File: config.mk
export PLATFORM = sky130hd
export DESIGN_NAME = sae_ability_exchange
export DESIGN_NICKNAME = d
export VERILOG_FILES = /design/src/hdl/sae_pkg.sv /design/src/hdl/sae_cfg_if.sv /design/src/hdl/sae_mode_regs.sv /design/src/hdl/sae_resolve.sv /design/src/hdl/sae_ability_exchange.sv
export SDC_FILE = /design/constraint.sdc
export NUM_CORES = 1
export LEC_CHECK = 0
export BUFFER_PORTS_ARGS = -buffer_cell sky130_fd_sc_hd__buf_2
export CAP_MARGIN = 0
export CORE_MARGIN = 5
export CORE_UTILIZATION = 55
export DETAILED_ROUTE_END_ITERATION = 8
export HOLD_SLACK_MARGIN = 0.1
export PLACE_DENSITY = 0.84
export SETUP_SLACK_MARGIN = 0.15
export SLEW_MARGIN = 10
export SYNTH_ARGS = -nofsm -noshare
export SYNTH_HDL_FRONTEND = slang
export SYNTH_SLANG_ARGS = --single-unit
export TNS_END_PERCENT = 30
File: constraint.sdc
create_clock -name clk_in -period 2.6 [get_ports clk_in]
set_clock_uncertainty 0.1 [all_clocks]
set_input_delay 0 -clock clk_in [delete_from_list [all_inputs] [get_ports clk_in]]
set_output_delay 0 -clock clk_in [all_outputs]
set_load 0.02 [all_outputs]
File: src/hdl/sae_pkg.sv
// shared constants and helpers for the serial-gmii ability exchange block
// assumes word-indexed register addresses and 16-bit management data
package sae_pkg;

  localparam int ADDR_W = 5;
  localparam int DATA_W = 16;

  // word offsets
  localparam logic [4:0] OFF_STATUS    = 5'h01;
  localparam logic [4:0] OFF_LOCAL     = 5'h04;
  localparam logic [4:0] OFF_PEER      = 5'h05;
  localparam logic [4:0] OFF_EXPANSION = 5'h06;
  localparam logic [4:0] OFF_MODE      = 5'h14;

  // ability word fields
  localparam int AB_ZERO_BIT   = 0;
  localparam int AB_SPEED_LO   = 10;
  localparam int AB_DUPLEX_BIT = 12;
  localparam int AB_ACK_BIT    = 14;
  localparam int AB_LINK_BIT   = 15;
  // bits that carry a function in a serial-gmii ability word
  localparam logic [15:0] AB_LIVE_MASK = 16'hdc00;

  localparam logic [15:0] MAC_FIXED_WORD = 16'h4001;

  // speed codes
  localparam logic [1:0] SPEED_10M  = 2'h0;
  localparam logic [1:0] SPEED_100M = 2'h1;
  localparam logic [1:0] SPEED_1G   = 2'h2;
  localparam logic [1:0] SPEED_RSVD = 2'h3;

  // mode register fields
  localparam int MODE_SGMII_BIT  = 0;
  localparam int MODE_ADOPT_BIT  = 1;
  localparam int MODE_SPEED_LO   = 2;
  localparam int MODE_HALF_BIT   = 4;
  localparam int MODE_ROLE_BIT   = 5;
  localparam logic [5:0] MODE_WRITE_MASK = 6'h3f;

  // status and expansion fields
  localparam int STAT_DONE_BIT   = 5;
  localparam int EXP_ABLE_BIT    = 0;
  localparam int EXP_PAGE_BIT    = 1;

  // reset values
  localparam logic [5:0]  MODE_RESET  = 6'h00;
  localparam logic [15:0] LOCAL_RESET = 16'h0001;
  localparam logic [15:0] PEER_RESET  = 16'h0000;

  function automatic logic [1:0] ability_speed(input logic [15:0] word);
    ability_speed = word[AB_SPEED_LO +: 2];
  endfunction

  function automatic logic ability_full_duplex(input logic [15:0] word);
    ability_full_duplex = word[AB_DUPLEX_BIT];
  endfunction

endpackage

File: src/hdl/sae_cfg_if.sv
// configuration carried from the mode/local-ability registers to the resolver
// assumes one clock domain; pure wiring
`timescale 1ns/1ns
interface sae_cfg_if;
  logic        sgmii_sel;
  logic        adopt_peer;
  logic [1:0]  manual_speed;
  logic        manual_half;
  logic        role_phy;
  logic [15:0] local_word;

  modport regs (
    output sgmii_sel,
    output adopt_peer,
    output manual_speed,
    output manual_half,
    output role_phy,
    output local_word
  );

  modport res (
    input sgmii_sel,
    input adopt_peer,
    input manual_speed,
    input manual_half,
    input role_phy,
    input local_word
  );
endinterface

File: src/hdl/sae_mode_regs.sv
// interface mode and local ability storage written by management software
// assumes one-cycle write strobes on the plain register port
`timescale 1ns/1ns
module sae_mode_regs
  import sae_pkg::*;
(
  input  wire logic              clk_in,
  input  wire logic              rst_in,
  input  wire logic [ADDR_W-1:0] addr_in,
  input  wire logic [DATA_W-1:0] wdata_in,
  input  wire logic              wr_in,
  output logic [5:0]             mode_out,
  sae_cfg_if.regs                cfg
);

  logic [5:0]  mode_q;
  logic [15:0] local_q;
  wire         mode_wr  = wr_in && (addr_in == OFF_MODE);
  wire         local_wr = wr_in && (addr_in == OFF_LOCAL);

  // the stored value is kept even in mac role; only the link word is replaced
  always_ff @(posedge clk_in)
  begin
    if (rst_in)
    begin
      mode_q  <= MODE_RESET;
      local_q <= LOCAL_RESET;
    end
    else
    begin
      if (mode_wr)
        mode_q <= wdata_in[5:0] & MODE_WRITE_MASK;
      if (local_wr)
        local_q <= wdata_in;
    end
  end

  assign mode_out          = mode_q;
  assign cfg.sgmii_sel     = mode_q[MODE_SGMII_BIT];
  assign cfg.adopt_peer    = mode_q[MODE_ADOPT_BIT];
  assign cfg.manual_speed  = mode_q[MODE_SPEED_LO +: 2];
  assign cfg.manual_half   = mode_q[MODE_HALF_BIT];
  assign cfg.role_phy      = mode_q[MODE_ROLE_BIT];
  assign cfg.local_word    = local_q;

endmodule

File: src/hdl/sae_resolve.sv
// speed and duplex resolution: adopt mode waits for negotiation to finish, other modes load every cycle
// assumes peer word and done flag are already registered in the caller
`timescale 1ns/1ns
module sae_resolve
  import sae_pkg::*;
(
  input  wire logic        clk_in,
  input  wire logic        rst_in,
  input  wire logic        an_done_in,
  input  wire logic [15:0] peer_word_in,
  sae_cfg_if.res           cfg,
  output logic [1:0]       speed_out,
  output logic             full_duplex_out,
  output logic             link_up_out,
  output logic             valid_out
);

  logic [1:0]  speed_q;
  logic        fd_q;
  logic        link_q;
  logic        valid_q;

  // mac role trusts the partner, phy role trusts what software wrote
  wire [15:0] src_word = cfg.role_phy ? cfg.local_word : peer_word_in;
  wire        auto_res = cfg.sgmii_sel && cfg.adopt_peer;
  wire        res_now  = auto_res && an_done_in;
  wire [1:0]  speed_d  = !cfg.sgmii_sel ? SPEED_1G :
                         auto_res ? ability_speed(src_word) : cfg.manual_speed;
  wire        fd_d     = !cfg.sgmii_sel ? 1'b1 :
                         auto_res ? ability_full_duplex(src_word) : !cfg.manual_half;
  wire        link_d   = auto_res ? src_word[AB_LINK_BIT] : 1'b1;
  wire        load     = !auto_res || res_now;

  always_ff @(posedge clk_in)
  begin
    if (rst_in)
    begin
      speed_q <= SPEED_1G;
      fd_q    <= 1'b1;
      link_q  <= 1'b0;
      valid_q <= 1'b0;
    end
    else
    begin
      valid_q <= load;
      if (load)
      begin
        speed_q <= speed_d;
        fd_q    <= fd_d;
        link_q  <= link_d;
      end
    end
  end

  assign speed_out       = speed_q;
  assign full_duplex_out = fd_q;
  assign link_up_out     = link_q;
  assign valid_out       = valid_q;

endmodule

File: src/hdl/sae_ability_exchange.sv
// serial-gmii ability word exchange: advertised word, peer capture,
// expansion status and speed/duplex resolution
// assumes the negotiation state machine outside supplies pages and done
`timescale 1ns/1ns
module sae_ability_exchange
  import sae_pkg::*;
(
  input  wire logic              clk_in,
  input  wire logic              rst_in,
  // management port
  input  wire logic [ADDR_W-1:0] addr_in,
  input  wire logic [DATA_W-1:0] wdata_in,
  input  wire logic              wr_in,
  input  wire logic              rd_in,
  output logic [DATA_W-1:0]      rdata_out,
  // negotiation engine side
  input  wire logic [15:0]       rx_word_in,
  input  wire logic              rx_page_in,
  input  wire logic              partner_able_in,
  input  wire logic              local_ack_in,
  input  wire logic              an_done_in,
  output logic [15:0]            tx_word_out,
  // resolved operating point
  output logic [1:0]             speed_out,
  output logic                   full_duplex_out,
  output logic                   link_up_out,
  output logic                   resolved_valid_out
);

  sae_cfg_if cfg_bus ();

  logic [5:0]  mode_val;
  logic [15:0] peer_q;
  logic [15:0] peer_d;
  logic        page_q;
  logic        page_d;
  logic        able_q;
  logic        done_q;
  logic [15:0] tx_q;
  logic [15:0] tx_d;
  logic [15:0] rdata_q;
  logic [15:0] rdata_d;

  sae_mode_regs u_regs (
    .clk_in   (clk_in),
    .rst_in   (rst_in),
    .addr_in  (addr_in),
    .wdata_in (wdata_in),
    .wr_in    (wr_in),
    .mode_out (mode_val),
    .cfg      (cfg_bus.regs)
  );

  // ---------------------------------------------------------------------
  // advertised word
  // ---------------------------------------------------------------------
  wire mac_role  = cfg_bus.sgmii_sel && !cfg_bus.role_phy;

  // ack bit is owned by the engine; software's copy of bit 14 is never sent
  wire [15:0] local_live = {cfg_bus.local_word[15],
                            local_ack_in,
                            cfg_bus.local_word[13:0]};

  // stored local word stays untouched, only the link sees the fixed word
  assign tx_d = mac_role ? MAC_FIXED_WORD : local_live;

  // ---------------------------------------------------------------------
  // peer word capture
  // ---------------------------------------------------------------------
  // serial-gmii mode drops reserved bits so stray partner bits cannot be mistaken for
  // function; bit 14 is kept since it is the partner's acknowledge
  wire [15:0] rx_masked = cfg_bus.sgmii_sel ? (rx_word_in & AB_LIVE_MASK) : rx_word_in;

  // no write path exists: the peer register is read-only
  assign peer_d = rx_page_in ? rx_masked : peer_q;

  // ---------------------------------------------------------------------
  // expansion status
  // ---------------------------------------------------------------------
  wire exp_read = rd_in && (addr_in == OFF_EXPANSION);

  // a page arriving in the read cycle survives the clear
  assign page_d = rx_page_in ? 1'b1 : (exp_read ? 1'b0 : page_q);

  wire [15:0] exp_word = {14'h0000, page_q, able_q};

  // ---------------------------------------------------------------------
  // status word
  // ---------------------------------------------------------------------
  wire [15:0] stat_word = 16'(done_q) << STAT_DONE_BIT;

  // ---------------------------------------------------------------------
  // read decode
  // ---------------------------------------------------------------------
  wire sel_stat  = (addr_in == OFF_STATUS);
  wire sel_local = (addr_in == OFF_LOCAL);
  wire sel_peer  = (addr_in == OFF_PEER);
  wire sel_exp   = (addr_in == OFF_EXPANSION);
  wire sel_mode  = (addr_in == OFF_MODE);

  // bit 14 of the local register reads the live acknowledge, not the store
  wire [15:0] read_mux = sel_stat  ? stat_word :
                         sel_local ? local_live :
                         sel_peer  ? peer_q :
                         sel_exp   ? exp_word :
                         sel_mode  ? {10'h000, mode_val} :
                         16'h0000;

  // data stands only in the cycle after the strobe
  assign rdata_d = rd_in ? read_mux : 16'h0000;

  // ---------------------------------------------------------------------
  // state
  // ---------------------------------------------------------------------
  always_ff @(posedge clk_in)
  begin
    if (rst_in)
    begin
      peer_q  <= PEER_RESET;
      page_q  <= 1'b0;
      able_q  <= 1'b0;
      done_q  <= 1'b0;
      tx_q    <= LOCAL_RESET;
      rdata_q <= 16'h0000;
    end
    else
    begin
      peer_q  <= peer_d;
      page_q  <= page_d;
      able_q  <= partner_able_in;
      done_q  <= an_done_in;
      tx_q    <= tx_d;
      rdata_q <= rdata_d;
    end
  end

  // ---------------------------------------------------------------------
  // resolution
  // ---------------------------------------------------------------------
  // the resolver sees the registered done flag so outputs never move ahead
  // of what software can read back
  sae_resolve u_res (
    .clk_in          (clk_in),
    .rst_in          (rst_in),
    .an_done_in      (done_q),
    .peer_word_in    (peer_q),
    .cfg             (cfg_bus.res),
    .speed_out       (speed_out),
    .full_duplex_out (full_duplex_out),
    .link_up_out     (link_up_out),
    .valid_out       (resolved_valid_out)
  );

  assign tx_word_out = tx_q;
  assign rdata_out   = rdata_q;

endmodule

==> results of run 1 <==
-- kinds of logic after synthesis --
kind of cell    synth area share
mux                        0.101
flops                      0.538
compound gates            0.0947
simple gates               0.228
buf+inv                   0.0380
-- layer usage --
layer / track usage / part of all wire / up-vias
met4: 0.150 / 0.028 / 0
met5: 0 / 0 / -
met1: 0.317 / 0.40 / 1282
met2: 0.461 / 0.50 / 135
li1: - / - / 1277
met3: 0.0662 / 0.071 / 22
-- metrics by stage --
| step | instance area (sq um) | power (mW) |
|---|---|---|
| 3_3_place_gp | 3280 | 1.38 |
| 6_report | 4180 | 2.50 |
| 2_1_floorplan | 2870 | 1.33 |
| 3_5_place_dp | 3280 | 1.39 |
| 4_1_cts | 4180 | 2.48 |
| 5_1_grt | 4180 | 2.57 |
-- cell usage after synthesis (3+ instances only) --
master / count / share of area
mux2i_1: 29 / 0.10
nor2b_1: 19 / 0.041
nor2_1: 58 / 0.076
nor3_1: 6 / 0.010
buf_2: 3 / 0.0052
nand2_1: 3 / 0.0039
a21oi_1: 15 / 0.026
nand2b_1: 8 / 0.017
o21ai_0: 4 / 0.0070
clkbuf_1: 8 / 0.010
inv_1: 4 / 0.0052
and2_1: 14 / 0.031
a22oi_1: 13 / 0.034
buf_4: 3 / 0.0079
dfxtp_1: 77 / 0.54
a31oi_1: 4 / 0.0087
-- worst max path at each step --
stage	startpoint	cells past startpoint	end	slack, ns
final	addr_in[1]	7	u_regs.mode_out[0]$_SDFFE_PP0P_	0.29
after global routing	addr_in[1]	7	u_regs.mode_out[0]$_SDFFE_PP0P_	0.21
after CTS	u_regs.mode_out[0]$_SDFFE_PP0P_	6	peer_q[3]$_SDFFE_PP0P_	0.38
after detailed placement	addr_in[4]	5	rdata_out[2]$_SDFF_PP0_	0.88
after global placement	addr_in[4]	5	rdata_out[3]$_SDFF_PP0_	0.94
after floorplan	u_regs.mode_out[5]$_SDFFE_PP0P_	5	rdata_out[5]$_SDFF_PP0_	1.22
-- flip-flops by register name, indices dropped and copies added, names as in the netlist --
register and count:
peer_q 16, u_res.speed_out 2, u_res.link_up_out 1, able_q 1, done_q 1, rdata_out 16
u_res.full_duplex_out 1, u_regs.mode_out 6, u_regs.cfg.local_word 15, tx_word_out 16, u_res.valid_out 1, page_q 1
-- power by group --
group / switching (mW) / internal [mW] / total [mW]
Sequential: 0.0158 / 1.20 / 1.22
Clock: 0.488 / 0.557 / 1.05
Combinational: 0.105 / 0.127 / 0.232
-- cell type report --
type | count | area share
clock buffer | 9 | 0.0297
clock inverter | 7 | 0.0255
inverter | 4 | 0.00359
multi-input combinational | 194 | 0.291
sequential | 77 | 0.369
tap | 70 | 0.0210
timing repair buffer | 149 | 0.260
-- worst max-delay path, delay by kind of cell --
family	cells	cell delay, ns
AND/OR/NAND/NOR	3	0.87
buffers and inverters	3	1.34
multiplexers	1	0.24
==> flow_metrics.tcl, run 1 <==
set metrics [dict create \
    ff_latch_area_sq_mm 0.00154 \
    required_ns 2.74 \
    htreeDepth 3 \
    async_flop_share 0 \
    setup-tns-final_ns 0 \
    tightest_slew_ns 0.756 \
    grt_pass1_vias 2776 \
    via_per_inst 5.33 \
    gp_congestion 0.796 \
    ctsResizeCount 0 \
    ir_worst_vdd_v 0.000403 \
    area_growth_syn_to_layout_pct 45.7 \
    power.leakage_nw 1.89 \
    hold_buffers 67 \
    syn_area_sq_mm 0.00287 \
    slew_violations 0 \
    post-place-ws_ns 0.883 \
    post-place-cells 427 \
    rr_worst_depth 6 \
    hold_path_end "peer_q[0]$_SDFFE_PP0P_" \
    layout_commonest_cell "buf_2" \
    crit_type "in2reg" \
    dieArea_sq_mm 0.00676 \
    setup.worst_path.start_class "input pin" \
    drt_first_pass_iters 4 \
    drive_gt1_frac 0.236 \
    die_h_um 82.2 \
    dp_hpwl_um 4670 \
    cp-end-kind "register" \
    final_cell_mix "buf_2, dfxtp_1, dlygate4sd3_1" \
    root_buffer "clkbuf_8" \
    initial_core_util 0.565 \
    finalCoreUtilization 0.823 \
    detail_route.iter0.violations 240 \
    overflow 0 \
    relSlewSlack 0.494 \
    io_buffers 80 \
    yosys_warnings 0 \
    die_w_um 82.2 \
    path_cells "dlygate4sd3_1, buf_2, nor4b_4, and3_1, mux2i_1, nor2_1, dlygate4sd3_1" \
    routed_wl_um 8650 \
    grt_usage 0.273 \
    synth_edf_count 0 \
    synth-seq-cells 77 \
    clk_pin_slew_worst_paths_ns 0.08 \
    diodes 0 \
    clock_latency_ns 0.37 \
    crit_slowest_cell "dlygate4sd3_1" \
    wl_per_cell_um 17.0 \
    antenna_found_initial 0 \
    final_hold_viol_count 0 \
    drc_errors 0 \
    finalNonFillerCells 510 \
    whs_ns 0.122 \
    hp-start "rx_page_in" \
    route.vias.total 2716 \
    grt_pass1_wl_um 13500 \
    fin_ws_ns 0.291 \
    r2r-start "u_regs.mode_out[0]$_SDFFE_PP0P_" \
    syn_inst 292 \
    r2r_slack_ns 0.30 \
    rows 26 \
    reg2reg_to "peer_q[3]$_SDFFE_PP0P_" \
    syn_avg_cell_area_sq_um 9.82 \
    hold_class "in2reg" \
    yosysUniqueCellTypes 36 \
    ant_nets 0 \
    syn-num-nets 337 \
    final_nets 480 \
    whs_path_depth 4 \
    synth_ff_type "dfxtp_1" \
    critPathArrivalTime_ns 2.45 \
    clkSinkCount 77 \
    boundaryPins 82 \
    ys_seq_area_frac 0.538 \
    multi_input_area_sq_mm 0.00122 \
    outcome "complete, no violations" \
    crit_path_max_fanout 9 \
    cts_setup_buffers 0 \
    clock.fmax_mhz 433 \
    rsz0062_at_grt "false" \
    min_period_over_period 0.888 \
    setup_viol 0 \
    slowest_delay_ns 0.60 \
    cts_buffer_depth 2 \
    powerDensity_mw_per_mm2 598 \
    nFillCells 283 \
    core_sq_mm 0.00507 \
    cts_made_buffers 9 \
    cts_tree "built" \
    path_common_cell "dlygate4sd3_1" \
    min_period_ns 2.31 \
    max_cap_viol_count 0 \
    grt_max_degree 28 \
]
Note: power is estimated with default switching activity, not from simulation.
==> run 2, diff against run 1 <==
--- a/config.mk
+++ b/config.mk
@@ -9,6 +9,7 @@
 export CAP_MARGIN = 0
 export CORE_MARGIN = 5
 export CORE_UTILIZATION = 55
+export CTS_BUF_LIST = sky130_fd_sc_hd__clkbuf_16
 export DETAILED_ROUTE_END_ITERATION = 8
 export HOLD_SLACK_MARGIN = 0.1
 export PLACE_DENSITY = 0.84
==> flow_metrics.tcl, run 2 (synthesized netlist as in run 1, its figures left out) <==
set metrics [dict create \
    outcome "complete, no violations" \
    p_comb_frac 0.078 \
    p_switching_uw 636 \
    path_cells "dlygate4sd3_1, buf_2, nor4b_4, nand2_2, mux2i_1, nor2_1, dlygate4sd3_1" \
    clock_latency_ns 0.33 \
    overflow 0 \
    crit_type "in2reg" \
    r2r-start "u_regs.mode_out[5]$_SDFFE_PP0P_" \
    whs_path_depth 4 \
    setup_viol 0 \
    detail_route.iter0.violations 328 \
    grt_max_degree 28 \
    nFillCells 275 \
    crit_slowest_cell "dlygate4sd3_1" \
    r2r_slack_ns 0.45 \
    cts_buffer_depth 2 \
    reg2reg_to "rdata_out[5]$_SDFF_PP0_" \
    clk_pin_slew_worst_paths_ns 0.06 \
    min_period_ns 2.35 \
    root_buffer "clkbuf_16" \
    relSlewSlack 0.486 \
    multi_input_area_sq_mm 0.00122 \
    route.vias.total 2712 \
    wl_per_cell_um 17.2 \
    clock.fmax_mhz 426 \
    hold_path_end "peer_q[8]$_SDFFE_PP0P_" \
    powerDensity_mw_per_mm2 668 \
    io_buffers 80 \
    slowest_delay_ns 0.58 \
    whs_ns 0.128 \
    setup.worst_path.start_class "input pin" \
    setup-tns-final_ns 0 \
    initial_core_util 0.565 \
    drt_first_pass_iters 5 \
    dieArea_sq_mm 0.00676 \
    drive_gt1_frac 0.242 \
    rr_worst_depth 5 \
    final_nets 473 \
    rsz0062_at_grt "true" \
    htreeDepth 3 \
    power.leakage_nw 1.92 \
    ff_latch_area_sq_mm 0.00154 \
    min_period_over_period 0.904 \
    slew_violations 0 \
    grt_pass1_wl_um 13300 \
    cts_tree "built" \
    critPathArrivalTime_ns 2.47 \
    boundaryPins 82 \
    ir_worst_vdd_v 0.000396 \
    grt_pass1_vias 2756 \
    via_per_inst 5.39 \
    diodes 0 \
    hp-start "rx_page_in" \
    share_seq_of_total_power 0.434 \
    clkSinkCount 77 \
    intPower_mw 2.18 \
    tightest_slew_ns 0.768 \
    drc_errors 0 \
    antenna_found_initial 0 \
    rows 26 \
    area_growth_syn_to_layout_pct 46.8 \
    final_hold_viol_count 0 \
    routed_wl_um 8670 \
    max_cap_viol_count 0 \
    grt_usage 0.269 \
    ant_nets 0 \
    hold_class "in2reg" \
    layout_commonest_cell "buf_2" \
    cts_made_buffers 9 \
    path_common_cell "dlygate4sd3_1" \
    die_h_um 82.2 \
    die_w_um 82.2 \
    required_ns 2.72 \
    crit_path_max_fanout 15 \
    dp_hpwl_um 4670 \
    gp_congestion 0.796 \
    final_cell_mix "buf_2, dfxtp_1, dlygate4sd3_1" \
    pwr-share-clk 0.488 \
    cp-end-kind "register" \
    core_sq_mm 0.00507 \
    swShare 0.226 \
]
-- run 2: routing by layer --
metal | part of all wire | vias to the layer above | global-route usage
li1 | - | 1264 | -
met4 | 0.038 | 0 | 0.173
met1 | 0.39 | 1267 | 0.308
met5 | 0 | - | 0
met3 | 0.077 | 29 | 0.0477
met2 | 0.50 | 152 | 0.459
-- run 2: how the worst max path moves through the flow --
stage / cells after the start / start / slack (ns) / to
floorplan: 5 / u_regs.mode_out[5]$_SDFFE_PP0P_ / 1.22 / rdata_out[5]$_SDFF_PP0_
global placement: 5 / addr_in[4] / 0.94 / rdata_out[3]$_SDFF_PP0_
detailed placement: 5 / addr_in[4] / 0.88 / rdata_out[2]$_SDFF_PP0_
CTS: 7 / addr_in[1] / 0.35 / u_regs.mode_out[1]$_SDFFE_PP0P_
global route: 7 / addr_in[1] / 0.14 / u_regs.cfg.local_word[3]$_SDFFE_PP0P_
finish: 7 / addr_in[1] / 0.25 / u_regs.cfg.local_word[3]$_SDFFE_PP0P_
-- run 2: area by class of cell --
class | count | area share
well taps | 70 | 0.0208
clock inverters | 7 | 0.0253
repair buffers | 142 | 0.241
clock buffers | 9 | 0.0535
multi-input cells | 194 | 0.289
flip-flops and latches | 77 | 0.366
inverters | 4 | 0.00357
-- run 2: worst max-delay path, delay by kind of cell --
kind / cells / cell delay (ns)
buffers and inverters: 3 / 1.32
AND/OR/NAND/NOR: 3 / 0.83
multiplexers: 1 / 0.31
-- run 2: repair_timing --
| action | CTS | global route |
|---|---|---|
| resized for setup | 0 | 1 |
| endpoints found under the setup margin | 0 | 2 |
| buffers inserted | 0 | 0 |
| hold buffers | 60 | 0 |
| hold endpoints to repair | 46 | 0 |
-- run 2: power by group through the flow --
| stage | clock [mW] | sequential [mW] | combinational [mW] |
|---|---|---|---|
| 3_5_place_dp | 0 | 1.24 | 0.144 |
| 2_1_floorplan | 0 | 1.24 | 0.0821 |
| 6_report | 1.37 | 1.22 | 0.220 |
| 5_1_grt | 1.43 | 1.22 | 0.235 |
| 4_1_cts | 1.37 | 1.22 | 0.210 |
| 3_3_place_gp | 0 | 1.24 | 0.142 |
-- run 2: stage by stage --
step           instance area, sq um   util  std cells  power (mW)  setup slack, ns
2_1_floorplan                  2870      -        292        1.33             1.22
3_3_place_gp                   3280  0.645        427        1.38            0.936
3_5_place_dp                   3280  0.645        427        1.39            0.883
4_1_cts                        4210  0.829        503        2.80            0.354
5_1_grt                        4210  0.829        503        2.89            0.142
6_report                       4210  0.829        503        2.81            0.250
